===== src/core/odc_map.svh =====
`ifndef ODC_MAP_SVH
`define ODC_MAP_SVH
`define ODC_ADDR_W        10
`define ODC_CH0_ADDR      10'h0F0
`define ODC_CH1_ADDR      10'h0F1
`define ODC_CH2_ADDR      10'h0F2
`define ODC_CH3_ADDR      10'h0F3
`define ODC_BIT_TYPE      7
`define ODC_LEG_HI        6
`define ODC_LEG_LO        5
`define ODC_POL_HI        4
`define ODC_POL_LO        3
`define ODC_SWING_HI      2
`define ODC_SWING_LO      1
`define ODC_BIT_PDN       0
`define ODC_RESET_VAL     8'h64
`define ODC_LEG_OFF       2'h0
`define ODC_LEG_A_ONLY    2'h1
`define ODC_LEG_B_ONLY    2'h2
`define ODC_LEG_BOTH      2'h3
`define ODC_POL_NN        2'h0
`define ODC_POL_II        2'h1
`define ODC_POL_NI        2'h2
`define ODC_POL_IN        2'h3
`define ODC_SWING_400     2'h0
`define ODC_SWING_600     2'h1
`define ODC_SWING_780     2'h2
`define ODC_SWING_960     2'h3
`define ODC_SWING_400_MV  400
`define ODC_SWING_600_MV  600
`define ODC_SWING_780_MV  780
`define ODC_SWING_960_MV  960
`endif


===== src/core/odc_pkg.sv =====
package odc_pkg;
  // one channel control register
  typedef struct packed {
    logic       single_ended;
    logic [1:0] leg_enable;
    logic [1:0] polarity;
    logic [1:0] differential_swing;
    logic       power_down;
  } odc_ctrl_t;

  // decoded drive for one channel
  typedef struct packed {
    logic       diff_enable;
    logic       leg_a_enable;
    logic       leg_b_enable;
    logic       leg_a_invert;
    logic       leg_b_invert;
    logic [1:0] differential_swing;
  } odc_drive_t;
endpackage


===== src/core/odc_output_driver_control.sv =====
`timescale 1ns/1ps
`include "odc_map.svh"
// What this block does
// Bit 7 picks the channel driver: 0 differential, 1 two single-ended legs.
// Reset gives differential, leg field 11 (both legs), noninverting, 780 mV swing, powered up.
// In single-ended mode bits 6:5 give 01 leg A only, 10 leg B only, 11 both legs.
// In single-ended mode leg field 00 tristates both legs.
// Bits 4:3 set leg polarity; differential uses bit 3 only, single-ended all four codes.
// Bits 2:1 pick the differential swing 400, 600, 780 or 960 mV.
// Bit 0 set powers the differential driver down safely.
// Channels 1 to 3 sit at the next addresses with the same layout.
module odc_output_driver_control #(
  parameter int NUM_CH = 4
) (
  input  wire logic                      core_clk,
  input  wire logic                      resetn,
  input  wire logic                      wr_en,
  input  wire logic                      rd_en,
  input  wire logic [`ODC_ADDR_W-1:0]    addr,
  input  wire logic [7:0]                wr_data,
  output logic      [7:0]                rd_data,
  output logic                           rd_valid,
  output odc_pkg::odc_drive_t [NUM_CH-1:0] drive,
  output logic      [NUM_CH-1:0][9:0]    swing_mv
);
  import odc_pkg::*;

  // ----------------------------------------
  // address decode
  // ----------------------------------------
  function automatic logic hit(input logic [`ODC_ADDR_W-1:0] a, input int ch);
    hit = (a == (`ODC_CH0_ADDR + ch[`ODC_ADDR_W-1:0]));
  endfunction

  function automatic logic [9:0] mv_of(input logic [1:0] code);
    unique case (code)
      `ODC_SWING_400: mv_of = 10'(`ODC_SWING_400_MV);
      `ODC_SWING_600: mv_of = 10'(`ODC_SWING_600_MV);
      `ODC_SWING_780: mv_of = 10'(`ODC_SWING_780_MV);
      `ODC_SWING_960: mv_of = 10'(`ODC_SWING_960_MV);
    endcase
  endfunction

  // ----------------------------------------
  // control registers
  // ----------------------------------------
  odc_ctrl_t [NUM_CH-1:0] ctrl_q;

  always_ff @(posedge core_clk or negedge resetn) begin
    if (!resetn) begin
      for (int i = 0; i < NUM_CH; i++) begin
        ctrl_q[i] <= `ODC_RESET_VAL;
      end
    end else if (wr_en) begin
      for (int i = 0; i < NUM_CH; i++) begin
        if (hit(addr, i)) begin
          ctrl_q[i] <= wr_data;
        end
      end
    end
  end

  // ----------------------------------------
  // readback
  // ----------------------------------------
  always_ff @(posedge core_clk or negedge resetn) begin
    if (!resetn) begin
      rd_data  <= 8'h00;
      rd_valid <= 1'b0;
    end else begin
      rd_valid <= rd_en;
      rd_data  <= 8'h00;
      if (rd_en) begin
        for (int i = 0; i < NUM_CH; i++) begin
          if (hit(addr, i)) begin
            rd_data <= ctrl_q[i];
          end
        end
      end
    end
  end

  // ----------------------------------------
  // per-channel decode
  // ----------------------------------------
  for (genvar g = 0; g < NUM_CH; g++) begin : g_ch
    odc_channel_decode u_dec (
      .core_clk (core_clk),
      .resetn   (resetn),
      .ctrl     (ctrl_q[g]),
      .drive    (drive[g])
    );

    always_ff @(posedge core_clk or negedge resetn) begin
      if (!resetn) begin
        swing_mv[g] <= 10'h000;
      end else begin
        swing_mv[g] <= mv_of(ctrl_q[g].differential_swing);
      end
    end

  end
endmodule


===== src/core/odc_channel_decode.sv =====
`timescale 1ns/1ps
`include "odc_map.svh"
module odc_channel_decode (
  input  wire logic              core_clk,
  input  wire logic              resetn,
  input  wire odc_pkg::odc_ctrl_t  ctrl,
  output odc_pkg::odc_drive_t      drive
);
  import odc_pkg::*;

  odc_drive_t drive_d;

  always_comb begin
    drive_d                    = '0;
    drive_d.differential_swing = ctrl.differential_swing;
    if (!ctrl.single_ended) begin
      drive_d.diff_enable  = !ctrl.power_down;
      drive_d.leg_a_invert = ctrl.polarity[0];
      drive_d.leg_b_invert = !ctrl.polarity[0];
    end else begin
      drive_d.leg_a_enable = ctrl.leg_enable[0];
      drive_d.leg_b_enable = ctrl.leg_enable[1];
      unique case (ctrl.polarity)
        `ODC_POL_NN: begin
          drive_d.leg_a_invert = 1'b0;
          drive_d.leg_b_invert = 1'b0;
        end
        `ODC_POL_II: begin
          drive_d.leg_a_invert = 1'b1;
          drive_d.leg_b_invert = 1'b1;
        end
        `ODC_POL_NI: begin
          drive_d.leg_a_invert = 1'b0;
          drive_d.leg_b_invert = 1'b1;
        end
        `ODC_POL_IN: begin
          drive_d.leg_a_invert = 1'b1;
          drive_d.leg_b_invert = 1'b0;
        end
      endcase
    end
  end

  always_ff @(posedge core_clk or negedge resetn) begin
    if (!resetn) begin
      drive <= '0;
    end else begin
      drive <= drive_d;
    end
  end
endmodule


===== config.mk =====
export PLATFORM = sky130hd
export DESIGN_NAME = odc_output_driver_control
export DESIGN_NICKNAME = d
export VERILOG_FILES = /design/src/core/odc_pkg.sv /design/src/core/odc_output_driver_control.sv /design/src/core/odc_channel_decode.sv
export VERILOG_INCLUDE_DIRS = /design/src /design/src/core
export SDC_FILE = /design/constraint.sdc
export NUM_CORES = 1
export LEC_CHECK = 0
export BUFFER_PORTS_ARGS = -buffer_cell sky130_fd_sc_hd__buf_2
export CORE_UTILIZATION = 50
export CTS_CLUSTER_DIAMETER = 60
export CTS_CLUSTER_SIZE = 20
export DETAILED_ROUTE_END_ITERATION = 12
export PLACE_DENSITY = 0.77
export REMOVE_ABC_BUFFERS = 1
export SLEW_MARGIN = 5
export SYNTH_ARGS = -nofsm -noshare
export SYNTH_HDL_FRONTEND = slang
export SYNTH_SLANG_ARGS = --single-unit

===== constraint.sdc =====
create_clock -name core_clk -period 1.4 [get_ports core_clk]
set_input_delay 0.14 -clock core_clk [delete_from_list [all_inputs] [get_ports core_clk]]
set_output_delay 0.14 -clock core_clk [all_outputs]
set_load 0.05 [all_outputs]

==> flow_summary_export.csv, run 1 <==
group,metric,value,unit
worst_setup_path,cp.arrival,1.51,ns
timing,hold_viol,0,
route,drc,0,
finish,fillers,607,
finish,final_area,4750,sq um
worst_setup_path,cpMaxStageDelayCell,"dfstp_2",
finish,drive_above_1_share,43.3,%
finish,nets,429,
floorplanning,initial_core_util,51.6,%
synthesis,avgSynthCellArea,14.1,sq um
global_routing,grt_pass1_wl,11200,um
worst_setup_path,path_max_fanout,6,
floorplanning,rows,32,
floorplanning,ioPinCount,99,
worst_setup_path,setup.worst_path.class,"flip-flop to flip-flop",
worst_setup_path,cp_top_family,"flip-flops",
timing,finalCriticalPeriod,1.27,ns
floorplanning,fp.dieH,91.3,um
route,routed-via-count,2287,
synthesis,synth_cell_type_count,30,
synthesis,yosys_warnings,0,
power_and_ir_drop,pwr-share-comb,8.8,%
clocking,cts_setup_buffers,0,
route,drt_first_pass_iters,4,
clocking,numCtsBuffers,9,
power_and_ir_drop,power_density,1050,nW/um^2
worst_setup_path,cp_cell_sequence,"inv_1 > ha_1 > or2_2",
power_and_ir_drop,seq_power_share,57.7,%
job,maxCapViolCount,0,
clocking,cts_hold_buffers,2,
route,drt_wl_total,6860,um
power_and_ir_drop,internal_power,0.00370,W
synthesis,synth-seq-cells,97,
timing,maxSlewViolCount,0,
floorplanning,die_area,8330,sq um
global_routing,grt_pass1_vias,2270,
floorplanning,die_width,91.3,um
finish,multi_input_area,1330,sq um
placement,numPortBuffers,86,
hold_path,whs_path_depth,2,
route,first_iter_violations,38,
worst_setup_path,cp-start-kind,"flip-flop",
synthesis,yosysTopAreaCell,"dfrtp_1",
synthesis,synth_flop_cell,"dfrtp_1",
clocking,clockRootBuffer,"clkbuf_8",
clocking,path_clk_slew,0.09,ns
timing,final.setup_skew,0.00578,ns
hold_path,hold_class,"input pin to flip-flop",
synthesis,synth_cells,282,
synthesis,synth.area.top_cells,"dfrtp_1, mux2_2, ha_1",
global_routing,track_usage,17.7,%
clocking,cts_tree,"done",
timing,fmax,0.789,GHz
worst_setup_path,critPathBufInv,1,
clocking,clockBufferDepth,2,
worst_setup_path,endpoint_kind,"flip-flop",
global_routing,grt_max_degree,50,
clocking,cts_resized,0,
placement,dpl_cell_area,4550,sq um
global_routing,overflow,0,
run_status,status,"finished, final reports clean",
synthesis,seq_area_frac_synth,61.3,%
power_and_ir_drop,ir_drop,0.522,mV
worst_setup_path,cp.depth,3,
route,vias_per_cell,4.68,
placement,place_congestion,0.817,
synthesis,syn_area,3990,sq um
finish,regArea,2440,sq um
synthesis,synth_edf_count,0,
route,antenna_left,0,
worst_setup_path,max_stage_delay,0.58,ns
floorplanning,coreArea,7730,sq um
finish,finish.utilization,61.5,%
route,wl_per_cell,14.0,um
worst_setup_path,reg2regPathDepth,3,
power_and_ir_drop,p_sw,0.00127,W
timing,setup_viol,0,
placement,dpl.hpwl,5010,um
synthesis,synth_top_area_share,53.4,%
clocking,htreeDepth,3,
worst_setup_path,crit_required,1.64,ns
timing,fin_crit_sh,90.5,%
synthesis,synthArstFlopShare,100,%
power_and_ir_drop,power.leakage,2.45,nW
clocking,cts_num_sinks,97,
global_routing,grt_antenna_before_repair,0,
finish,area_growth,19.3,%
clocking,clock_latency,0.35,ns
power_and_ir_drop,clkPwrFrac,33.4,%
power_and_ir_drop,switching_share,25.5,%
timing,rsz0062_at_grt,"no",
timing,setup_tns,0,ns
==> per-layer routing <==
metal	GRT usage [%]	vias up	share of wire, %
met3	4.52	10	5.6
li1	-	1102	-
met1	23.5	1104	46
met2	28.4	71	47
met4	5.95	0	1.3
met5	0	-	0
==> cell usage in the layout (no fill, tap or decap), types with 3 or more instances in the layout <==
cell and instances:
nor2b_1 10, clkbuf_8 11, or2_2 5, buf_4 9, nand4_4 4, and2_1 9, conb_1 12, mux2_2 33
buf_12 3, buf_2 85, mux2i_1 7, ha_1 26, dfstp_2 12, inv_1 27, nor2_1 11, dfrtp_1 85
a211oi_1 12
==> cell families after synthesis <==
group	Yosys count	synth area share, %
simple gates	45	8.23
buf+inv	49	6.50
xor+xnor	2	0.440
other cells	1	0.0941
fa+ha+maj	26	8.16
flops	97	61.3
mux	42	11.6
compound gates	20	3.64
==> per-stage QoR <==
step           hold slack (ns)  total power (W)  setup WS, ns  cells
6_report                0.0710          0.00497         0.132    489
5_1_grt                 0.0604          0.00518        0.0826    488
4_1_cts                 0.0593          0.00503         0.129    488
3_5_place_dp           -0.0135          0.00337      0.000810    470
3_3_place_gp           -0.0149          0.00336        0.0469    470
2_1_floorplan           -0.156          0.00317        0.0763    271
==> registers in the layout, summed over array words and instances, names as in the netlist <==
| signal | cells |
|---|---|
| g_ch.u_dec.drive | 28 |
| rd_valid | 1 |
| rd_data | 8 |
| swing_mv | 28 |
| ctrl_q | 32 |
==> worst reg2reg max path: cells and delay by family (launching register included) <==
family	cells	cell delay [ns]
fa+ha+maj	1	0.20
buf+inv	1	0.09
flops	1	0.58
simple gates	1	0.29
==> area by class of cell <==
cell class | instances | area share (%)
Antenna cell | 1 | 0.0526
Sequential cell | 97 | 51.4
Clock inverter | 4 | 0.553
Tap cell | 102 | 2.68
Multi-Input combinational cell | 147 | 27.9
Timing Repair Buffer | 99 | 12.1
Clock buffer | 12 | 3.26
Inverter | 27 | 2.13
==> final timing paths <==
check	start	endpoint	slack, ns
worst max-delay path	ctrl_q[26]$_DFFE_PN1P_	swing_mv[34]$_DFF_PN0_	0.13
max in group asynchronous	resetn	ctrl_q[5]$_DFFE_PN1P_	0.68
worst min register to register	ctrl_q[26]$_DFFE_PN1P_	g_ch[3].u_dec.drive[1]$_DFF_PN0_	0.44
worst min-delay path	wr_data[3]	ctrl_q[19]$_DFFE_PN0P_	0.07
min in group asynchronous	resetn	swing_mv[39]$_DFF_PN0_	0.16
worst max register to register	ctrl_q[26]$_DFFE_PN1P_	swing_mv[34]$_DFF_PN0_	0.13
==> Yosys cell counts, drive strengths merged, types with 5 or more instances <==
cell type and instances:
dfstp 12, nor2b 10, ha 26, nor2 11, and2 9, mux2 35
or2 5, mux2i 7, dfrtp 85, inv 27, a211oi 12, buf 18
==> power groups by stage <==
stage	clock [W]	sequential [W]	combinational, W
3_5_place_dp	0	0.00292	0.000442
5_1_grt	0.00183	0.00288	0.000475
2_1_floorplan	0	0.00303	0.000139
3_3_place_gp	0	0.00292	0.000435
4_1_cts	0.00171	0.00287	0.000447
6_report	0.00166	0.00287	0.000440
Note: power is estimated with default switching activity, not from simulation.
==> run 2, diff against run 1 <==
==> constraint.sdc (replaced) <==
create_clock -name core_clk -period 1.3 [get_ports core_clk]
set_input_delay 0.13 -clock core_clk [delete_from_list [all_inputs] [get_ports core_clk]]
set_output_delay 0.13 -clock core_clk [all_outputs]
set_load 0.05 [all_outputs]
==> flow_summary_export.csv, run 2 (synthesized netlist as in run 1, its figures left out) <==
group,metric,value,unit
run_status,status,"finished, final reports clean",
finish,reg_top3,"ctrl_q x32, g_ch.u_dec.drive x28, swing_mv x28",
floorplanning,fp.dieH,91.3,um
global_routing,track_usage,18.4,%
finish,largest_reg_flops,32,
finish,regMostFlops,"ctrl_q",
worst_setup_path,crit_required,1.54,ns
finish,instances_no_fill,492,
worst_setup_path,reg2reg_to,"swing_mv[24]$_DFF_PN0_",
placement,dpl.hpwl,5060,um
finish,fillers,603,
hold_path,min_from,"wr_data[0]",
worst_setup_path,critPathBufInv,1,
timing,fin_crit_sh,92.8,%
floorplanning,initial_core_util,51.6,%
floorplanning,die_area,8330,sq um
placement,numPortBuffers,86,
worst_setup_path,reg2regPathDepth,3,
hold_path,whs_path_depth,2,
worst_setup_path,cp.arrival,1.45,ns
power_and_ir_drop,power.leakage,2.48,nW
worst_setup_path,regToRegStartpoint,"ctrl_q[18]$_DFFE_PN1P_",
clocking,clockRootBuffer,"clkbuf_8",
route,antenna_left,0,
timing,setup_viol,0,
global_routing,grt_max_degree,30,
floorplanning,rows,32,
timing,hold_slack,0.0568,ns
worst_setup_path,reg2reg_slack,0.09,ns
worst_setup_path,endpoint_kind,"flip-flop",
clocking,numCtsBuffers,9,
route,routed-via-count,2308,
worst_setup_path,cp_top_family,"flip-flops",
clocking,cts_tree,"done",
worst_setup_path,max_stage_delay,0.54,ns
worst_setup_path,cp_cell_sequence,"inv_1 > ha_1 > or2_2",
floorplanning,coreArea,7730,sq um
hold_path,whs_endpoint,"ctrl_q[16]$_DFFE_PN0P_",
timing,rsz0062_at_grt,"no",
finish,most-common-layout-cells,"dfrtp_1, buf_2, mux2_2",
global_routing,grt_antenna_before_repair,0,
worst_setup_path,setup.worst_path.class,"flip-flop to flip-flop",
clocking,cts_resized,0,
route,wl_per_cell,14.3,um
finish,drive_above_1_share,44.0,%
clocking,cts_num_sinks,97,
route,drc,0,
worst_setup_path,path_max_fanout,3,
finish,nets,433,
power_and_ir_drop,ir_drop,0.674,mV
timing,fmax,0.829,GHz
route,drt_first_pass_iters,4,
worst_setup_path,cp-start-kind,"flip-flop",
power_and_ir_drop,design_power_total,0.00568,W
route,first_iter_violations,58,
finish,area_growth,21.3,%
timing,finalCriticalPeriod,1.21,ns
clocking,cts_hold_buffers,2,
clocking,path_clk_slew,0.09,ns
global_routing,grt_pass1_wl,11600,um
route,drt_wl_total,7040,um
global_routing,overflow,0,
route,vias_per_cell,4.69,
job,maxCapViolCount,0,
timing,maxSlewViolCount,0,
placement,place_congestion,0.755,
timing,hold_viol,0,
floorplanning,die_width,91.3,um
clocking,clockBufferDepth,2,
power_and_ir_drop,power_density,1170,nW/um^2
global_routing,grt_pass1_vias,2340,
timing,final.setup_skew,0.00906,ns
placement,dp_cells,474,
hold_path,hold_class,"input pin to flip-flop",
floorplanning,ioPinCount,99,
worst_setup_path,cpMaxStageDelayCell,"dfstp_2",
clocking,cts_setup_buffers,0,
clocking,clock_latency,0.36,ns
clocking,htreeDepth,3,
==> run 2: how the worst max path moves through the flow <==
stage,start,cells after the start,to
2_1_floorplan,addr[2],3,ctrl_q[19]$_DFFE_PN0P_
3_3_place_gp,addr[2],5,ctrl_q[19]$_DFFE_PN0P_
3_5_place_dp,addr[8],5,ctrl_q[19]$_DFFE_PN0P_
4_1_cts,ctrl_q[18]$_DFFE_PN1P_,3,swing_mv[24]$_DFF_PN0_
5_1_grt,ctrl_q[22]$_DFFE_PN1P_,3,rd_data[6]$_DFF_PN0_
6_report,ctrl_q[18]$_DFFE_PN1P_,3,swing_mv[24]$_DFF_PN0_
==> run 2: worst register-to-register path: cells and delay by family, from the launching register on <==
family / cells / cell delay [ns]
flip-flops: 1 / 0.54
buffers and inverters: 1 / 0.07
AND/OR/NAND/NOR: 1 / 0.30
adder cells (fa/ha/maj): 1 / 0.19
==> run 2: report_power, final <==
part	internal [W]	total (W)	leakage (nW)	switching (W)
Clock	0.00112	0.00210	0.104	0.000979
Combinational	0.000127	0.000484	1.17	0.000358
Sequential	0.00307	0.00309	1.21	0.0000235
Total	0.00432	0.00568	2.48	0.00136
==> run 2: final cells by class <==
cell class                      count  area [sq um]  area share [%]
Clock buffer                       10           138            2.85
Antenna cell                        1          2.50          0.0518
Multi-Input combinational cell    147          1330            27.4
Tap cell                          102           128            2.64
Timing Repair Buffer              103           616            12.7
Sequential cell                    97          2440            50.5
Clock inverter                      5          80.1            1.66
Inverter                           27           101            2.10
==> run 2: metrics by stage <==
step / util, % / worst slack [ns] / cell area (sq um) / TNS (ns)
floorplan: - / -0.0137 / 3870 / -0.0137
global placement: 59.4 / -0.0342 / 4590 / -0.0987
detailed placement: 59.4 / -0.0678 / 4590 / -0.547
CTS: 62.5 / 0.0898 / 4830 / 0
global route: 62.5 / 0.0150 / 4830 / 0
finish: 62.5 / 0.0932 / 4830 / 0
==> run 2: metal layers <==
layer,routed length (um),GRT usage [%]
met2,3320,29.1
met4,126,7.28
met5,0,0
met1,3200,24.0
met3,393,5.11
==> run 3, diff against run 2 <==
--- a/config.mk
+++ b/config.mk
@@ -7,6 +7,8 @@
 export NUM_CORES = 1
 export LEC_CHECK = 0
 export BUFFER_PORTS_ARGS = -buffer_cell sky130_fd_sc_hd__buf_2
+export CAP_MARGIN = 10
+export CORE_MARGIN = 5
 export CORE_UTILIZATION = 50
 export CTS_CLUSTER_DIAMETER = 60
 export CTS_CLUSTER_SIZE = 20
@@ -16,4 +18,5 @@
 export SLEW_MARGIN = 5
 export SYNTH_ARGS = -nofsm -noshare
 export SYNTH_HDL_FRONTEND = slang
+export SYNTH_HIERARCHICAL = 1
 export SYNTH_SLANG_ARGS = --single-unit
==> flow_summary_export.csv, run 3 <==
group,metric,value,unit
synthesis,syn_area,3850,sq um
global_routing,top_usage_layer,"met2",
power_and_ir_drop,seq_power_share,52.7,%
hold_path,hold_class,"input pin to flip-flop",
synthesis,synth_cells,247,
clocking,clockRootBuffer,"clkbuf_8",
worst_setup_path,cp-endpoint,"swing_mv[34]$_DFF_PN0_",
global_routing,grt_use_met3,3.86,%
floorplanning,ioPinCount,99,
clocking,cts_tree,"done",
route,antenna_left,0,
power_and_ir_drop,switching_share,23.5,%
run_status,status,"finished, final reports clean",
timing,hold_slack,0.0519,ns
worst_setup_path,crit_start,"ctrl_q[26]$_DFFE_PN1P_",
global_routing,overflow,0,
power_and_ir_drop,p_sw,0.00138,W
power_and_ir_drop,power_density,1240,nW/um^2
worst_setup_path,setup.worst_path.class,"flip-flop to flip-flop",
route,wl_per_cell,15.0,um
power_and_ir_drop,pwr-share-comb,8.1,%
synthesis,yosysTopAreaCell,"dfrtp_1",
finish,nets,395,
clocking,cts_setup_buffers,0,
route,first_iter_violations,43,
timing,finalCriticalPeriod,1.24,ns
synthesis,muxShareOfSynthArea,14.2,%
timing,fin_crit_sh,95.4,%
worst_setup_path,cp-start-kind,"flip-flop",
clocking,path_clk_slew,0.09,ns
power_and_ir_drop,power.leakage,2.43,nW
power_and_ir_drop,design_power_total,0.00586,W
job,maxCapViolCount,0,
synthesis,synth-seq-cells,97,
worst_setup_path,reg2reg_to,"swing_mv[34]$_DFF_PN0_",
worst_setup_path,endpoint_kind,"flip-flop",
finish,largest_reg_flops,32,
global_routing,grt_pass1_vias,2296,
power_and_ir_drop,internal_power,0.00448,W
finish,reg_top3,"ctrl_q x32, g_ch.u_dec/drive x28, swing_mv x28",
timing,hold_viol,0,
synthesis,synth_adder_area_share,6.50,%
floorplanning,die_area,9560,sq um
worst_setup_path,cp.arrival,1.48,ns
route,drt_wl_total,6920,um
global_routing,track_usage,15.4,%
clocking,numCtsBuffers,9,
global_routing,met1_usage,19.7,%
floorplanning,die_width,97.8,um
worst_setup_path,reg2reg_slack,0.06,ns
synthesis,yosys_warnings,6,
finish,regMostFlops,"ctrl_q",
worst_setup_path,regToRegStartpoint,"ctrl_q[26]$_DFFE_PN1P_",
finish,most-common-layout-cells,"buf_2, dfrtp_1, mux2_2",
synthesis,synth_top_family_by_area,"multiplexers",
route,drc,0,
synthesis,synth-xor-area-share,0.910,%
clocking,clock_latency,0.36,ns
floorplanning,initial_core_util,50.6,%
synthesis,synth_flop_cell,"dfrtp_1",
timing,setup_viol,0,
timing,rsz0062_at_grt,"no",
global_routing,grt_pass1_wl,11600,um
placement,post-place-ws,-0.114,ns
timing,setup_ws,0.0593,ns
floorplanning,coreArea,7610,sq um
finish,n_antenna_cell,0,
synthesis,synth_simple_gate_area_share,9.03,%
synthesis,seq_area_frac_synth,63.4,%
timing,setup_tns,0,ns
timing,final.setup_skew,0.0160,ns
clocking,htreeDepth,3,
synthesis,synth_top_area_share,55.2,%
placement,place_congestion,0.803,
power_and_ir_drop,clkPwrFrac,39.2,%
global_routing,grt_antenna_before_repair,0,
worst_setup_path,path_max_fanout,3,
worst_setup_path,crit_required,1.54,ns
synthesis,synth.area.top_cells,"dfrtp_1, mux2_2, dfstp_2",
timing,maxSlewViolCount,0,
worst_setup_path,reg2regPathDepth,3,
synthesis,synthArstFlopShare,100,%
clocking,clockBufferDepth,2,
floorplanning,fp.dieH,97.8,um
synthesis,ys_top_cells_by_count,"dfrtp_1, mux2_2, ha_1, inv_1, buf_4",
global_routing,grt_util_met2,25.2,%
clocking,cts_num_sinks,97,
global_routing,grt_max_degree,37,
synthesis,synth_edf_count,0,
route,vias_per_cell,4.56,
synthesis,avgSynthCellArea,15.6,sq um
finish,drive_above_1_share,53.4,%
power_and_ir_drop,ir_drop,0.605,mV
finish,area_growth,22.7,%
floorplanning,rows,32,
synthesis,synth-compound-area-share,0,%
synthesis,synth_cell_type_count,21,
placement,numPortBuffers,86,
finish,mostFrequentLayoutCell,"buf_2",
placement,dpl.hpwl,5010,um
route,routed-via-count,2098,
synthesis,synth_most_common_cell,"dfrtp_1",
timing,fmax,0.806,GHz
route,drt_first_pass_iters,5,
==> run 3: cells by family (layout without fill, tap and decap cells) <==
kind of cell / count (synthesis) / count (layout)
xor gates and xnor gates: 4 / 4
adders and majority gates: 20 / 20
buffers and inverters: 40 / 140
DFF: 97 / 97
muxes: 40 / 40
other: 1 / 12
and+or+nand+nor: 45 / 45
==> run 3: power by group through the flow <==
stage | registers [W] | clock network, W | logic [W]
2_1_floorplan | 0.00327 | 0 | 0.000146
3_3_place_gp | 0.00315 | 0 | 0.000469
3_5_place_dp | 0.00315 | 0 | 0.000475
4_1_cts | 0.00309 | 0.00235 | 0.000481
5_1_grt | 0.00310 | 0.00248 | 0.000512
6_report | 0.00309 | 0.00230 | 0.000474
==> run 3: layer usage <==
metal | share of wire (%) | vias up
li1 | - | 989
met1 | 42 | 1044
met2 | 50 | 54
met3 | 6.1 | 11
met4 | 1.8 | 0
met5 | 0 | -
==> run 3: final cells by class <==
cell class | instances | area, sq um
clock inverters | 6 | 115
flip-flops and latches | 97 | 2440
inverters | 20 | 75.1
multi-input cells | 121 | 1230
repair buffers | 104 | 611
well taps | 102 | 128
clock buffers | 10 | 128
fillers | 582 | 2880
==> run 3: worst min path at each step <==
stage	startpoint	to	slack, ns	cells past startpoint
after floorplan	resetn	ctrl_q[0]$_DFFE_PN0P_	-0.17	0
after global routing	wr_data[4]	ctrl_q[12]$_DFFE_PN0P_	0.05	2
after CTS	wr_data[6]	ctrl_q[30]$_DFFE_PN1P_	0.04	2
after detailed placement	resetn	swing_mv[27]$_DFF_PN0_	0.12	1
after global placement	resetn	swing_mv[27]$_DFF_PN0_	0.12	1
final	wr_data[6]	ctrl_q[14]$_DFFE_PN1P_	0.05	2
==> run 3: worst max-delay path: stages, from the launching register on <==
cell and delay, ns:
dfstp_2 0.56, inv_1 0.08, ha_1 0.21, or2_2 0.29
==> run 3: timing repair <==
action	in CTS	in global routing
setup endpoints to repair	0	1
hold buffers	2	0
resized for setup	0	1
hold endpoints to repair	21	0
==> run 3: through the flow <==
| stage | utilization [%] | cell area, sq um | cells |
|---|---|---|---|
| after global routing | 62.1 | 4730 | 460 |
| after detailed placement | 58.7 | 4460 | 442 |
| after global placement | 58.7 | 4460 | 442 |
| after CTS | 62.1 | 4720 | 460 |
| final | 62.1 | 4730 | 460 |
| after floorplan | - | 3740 | 238 |
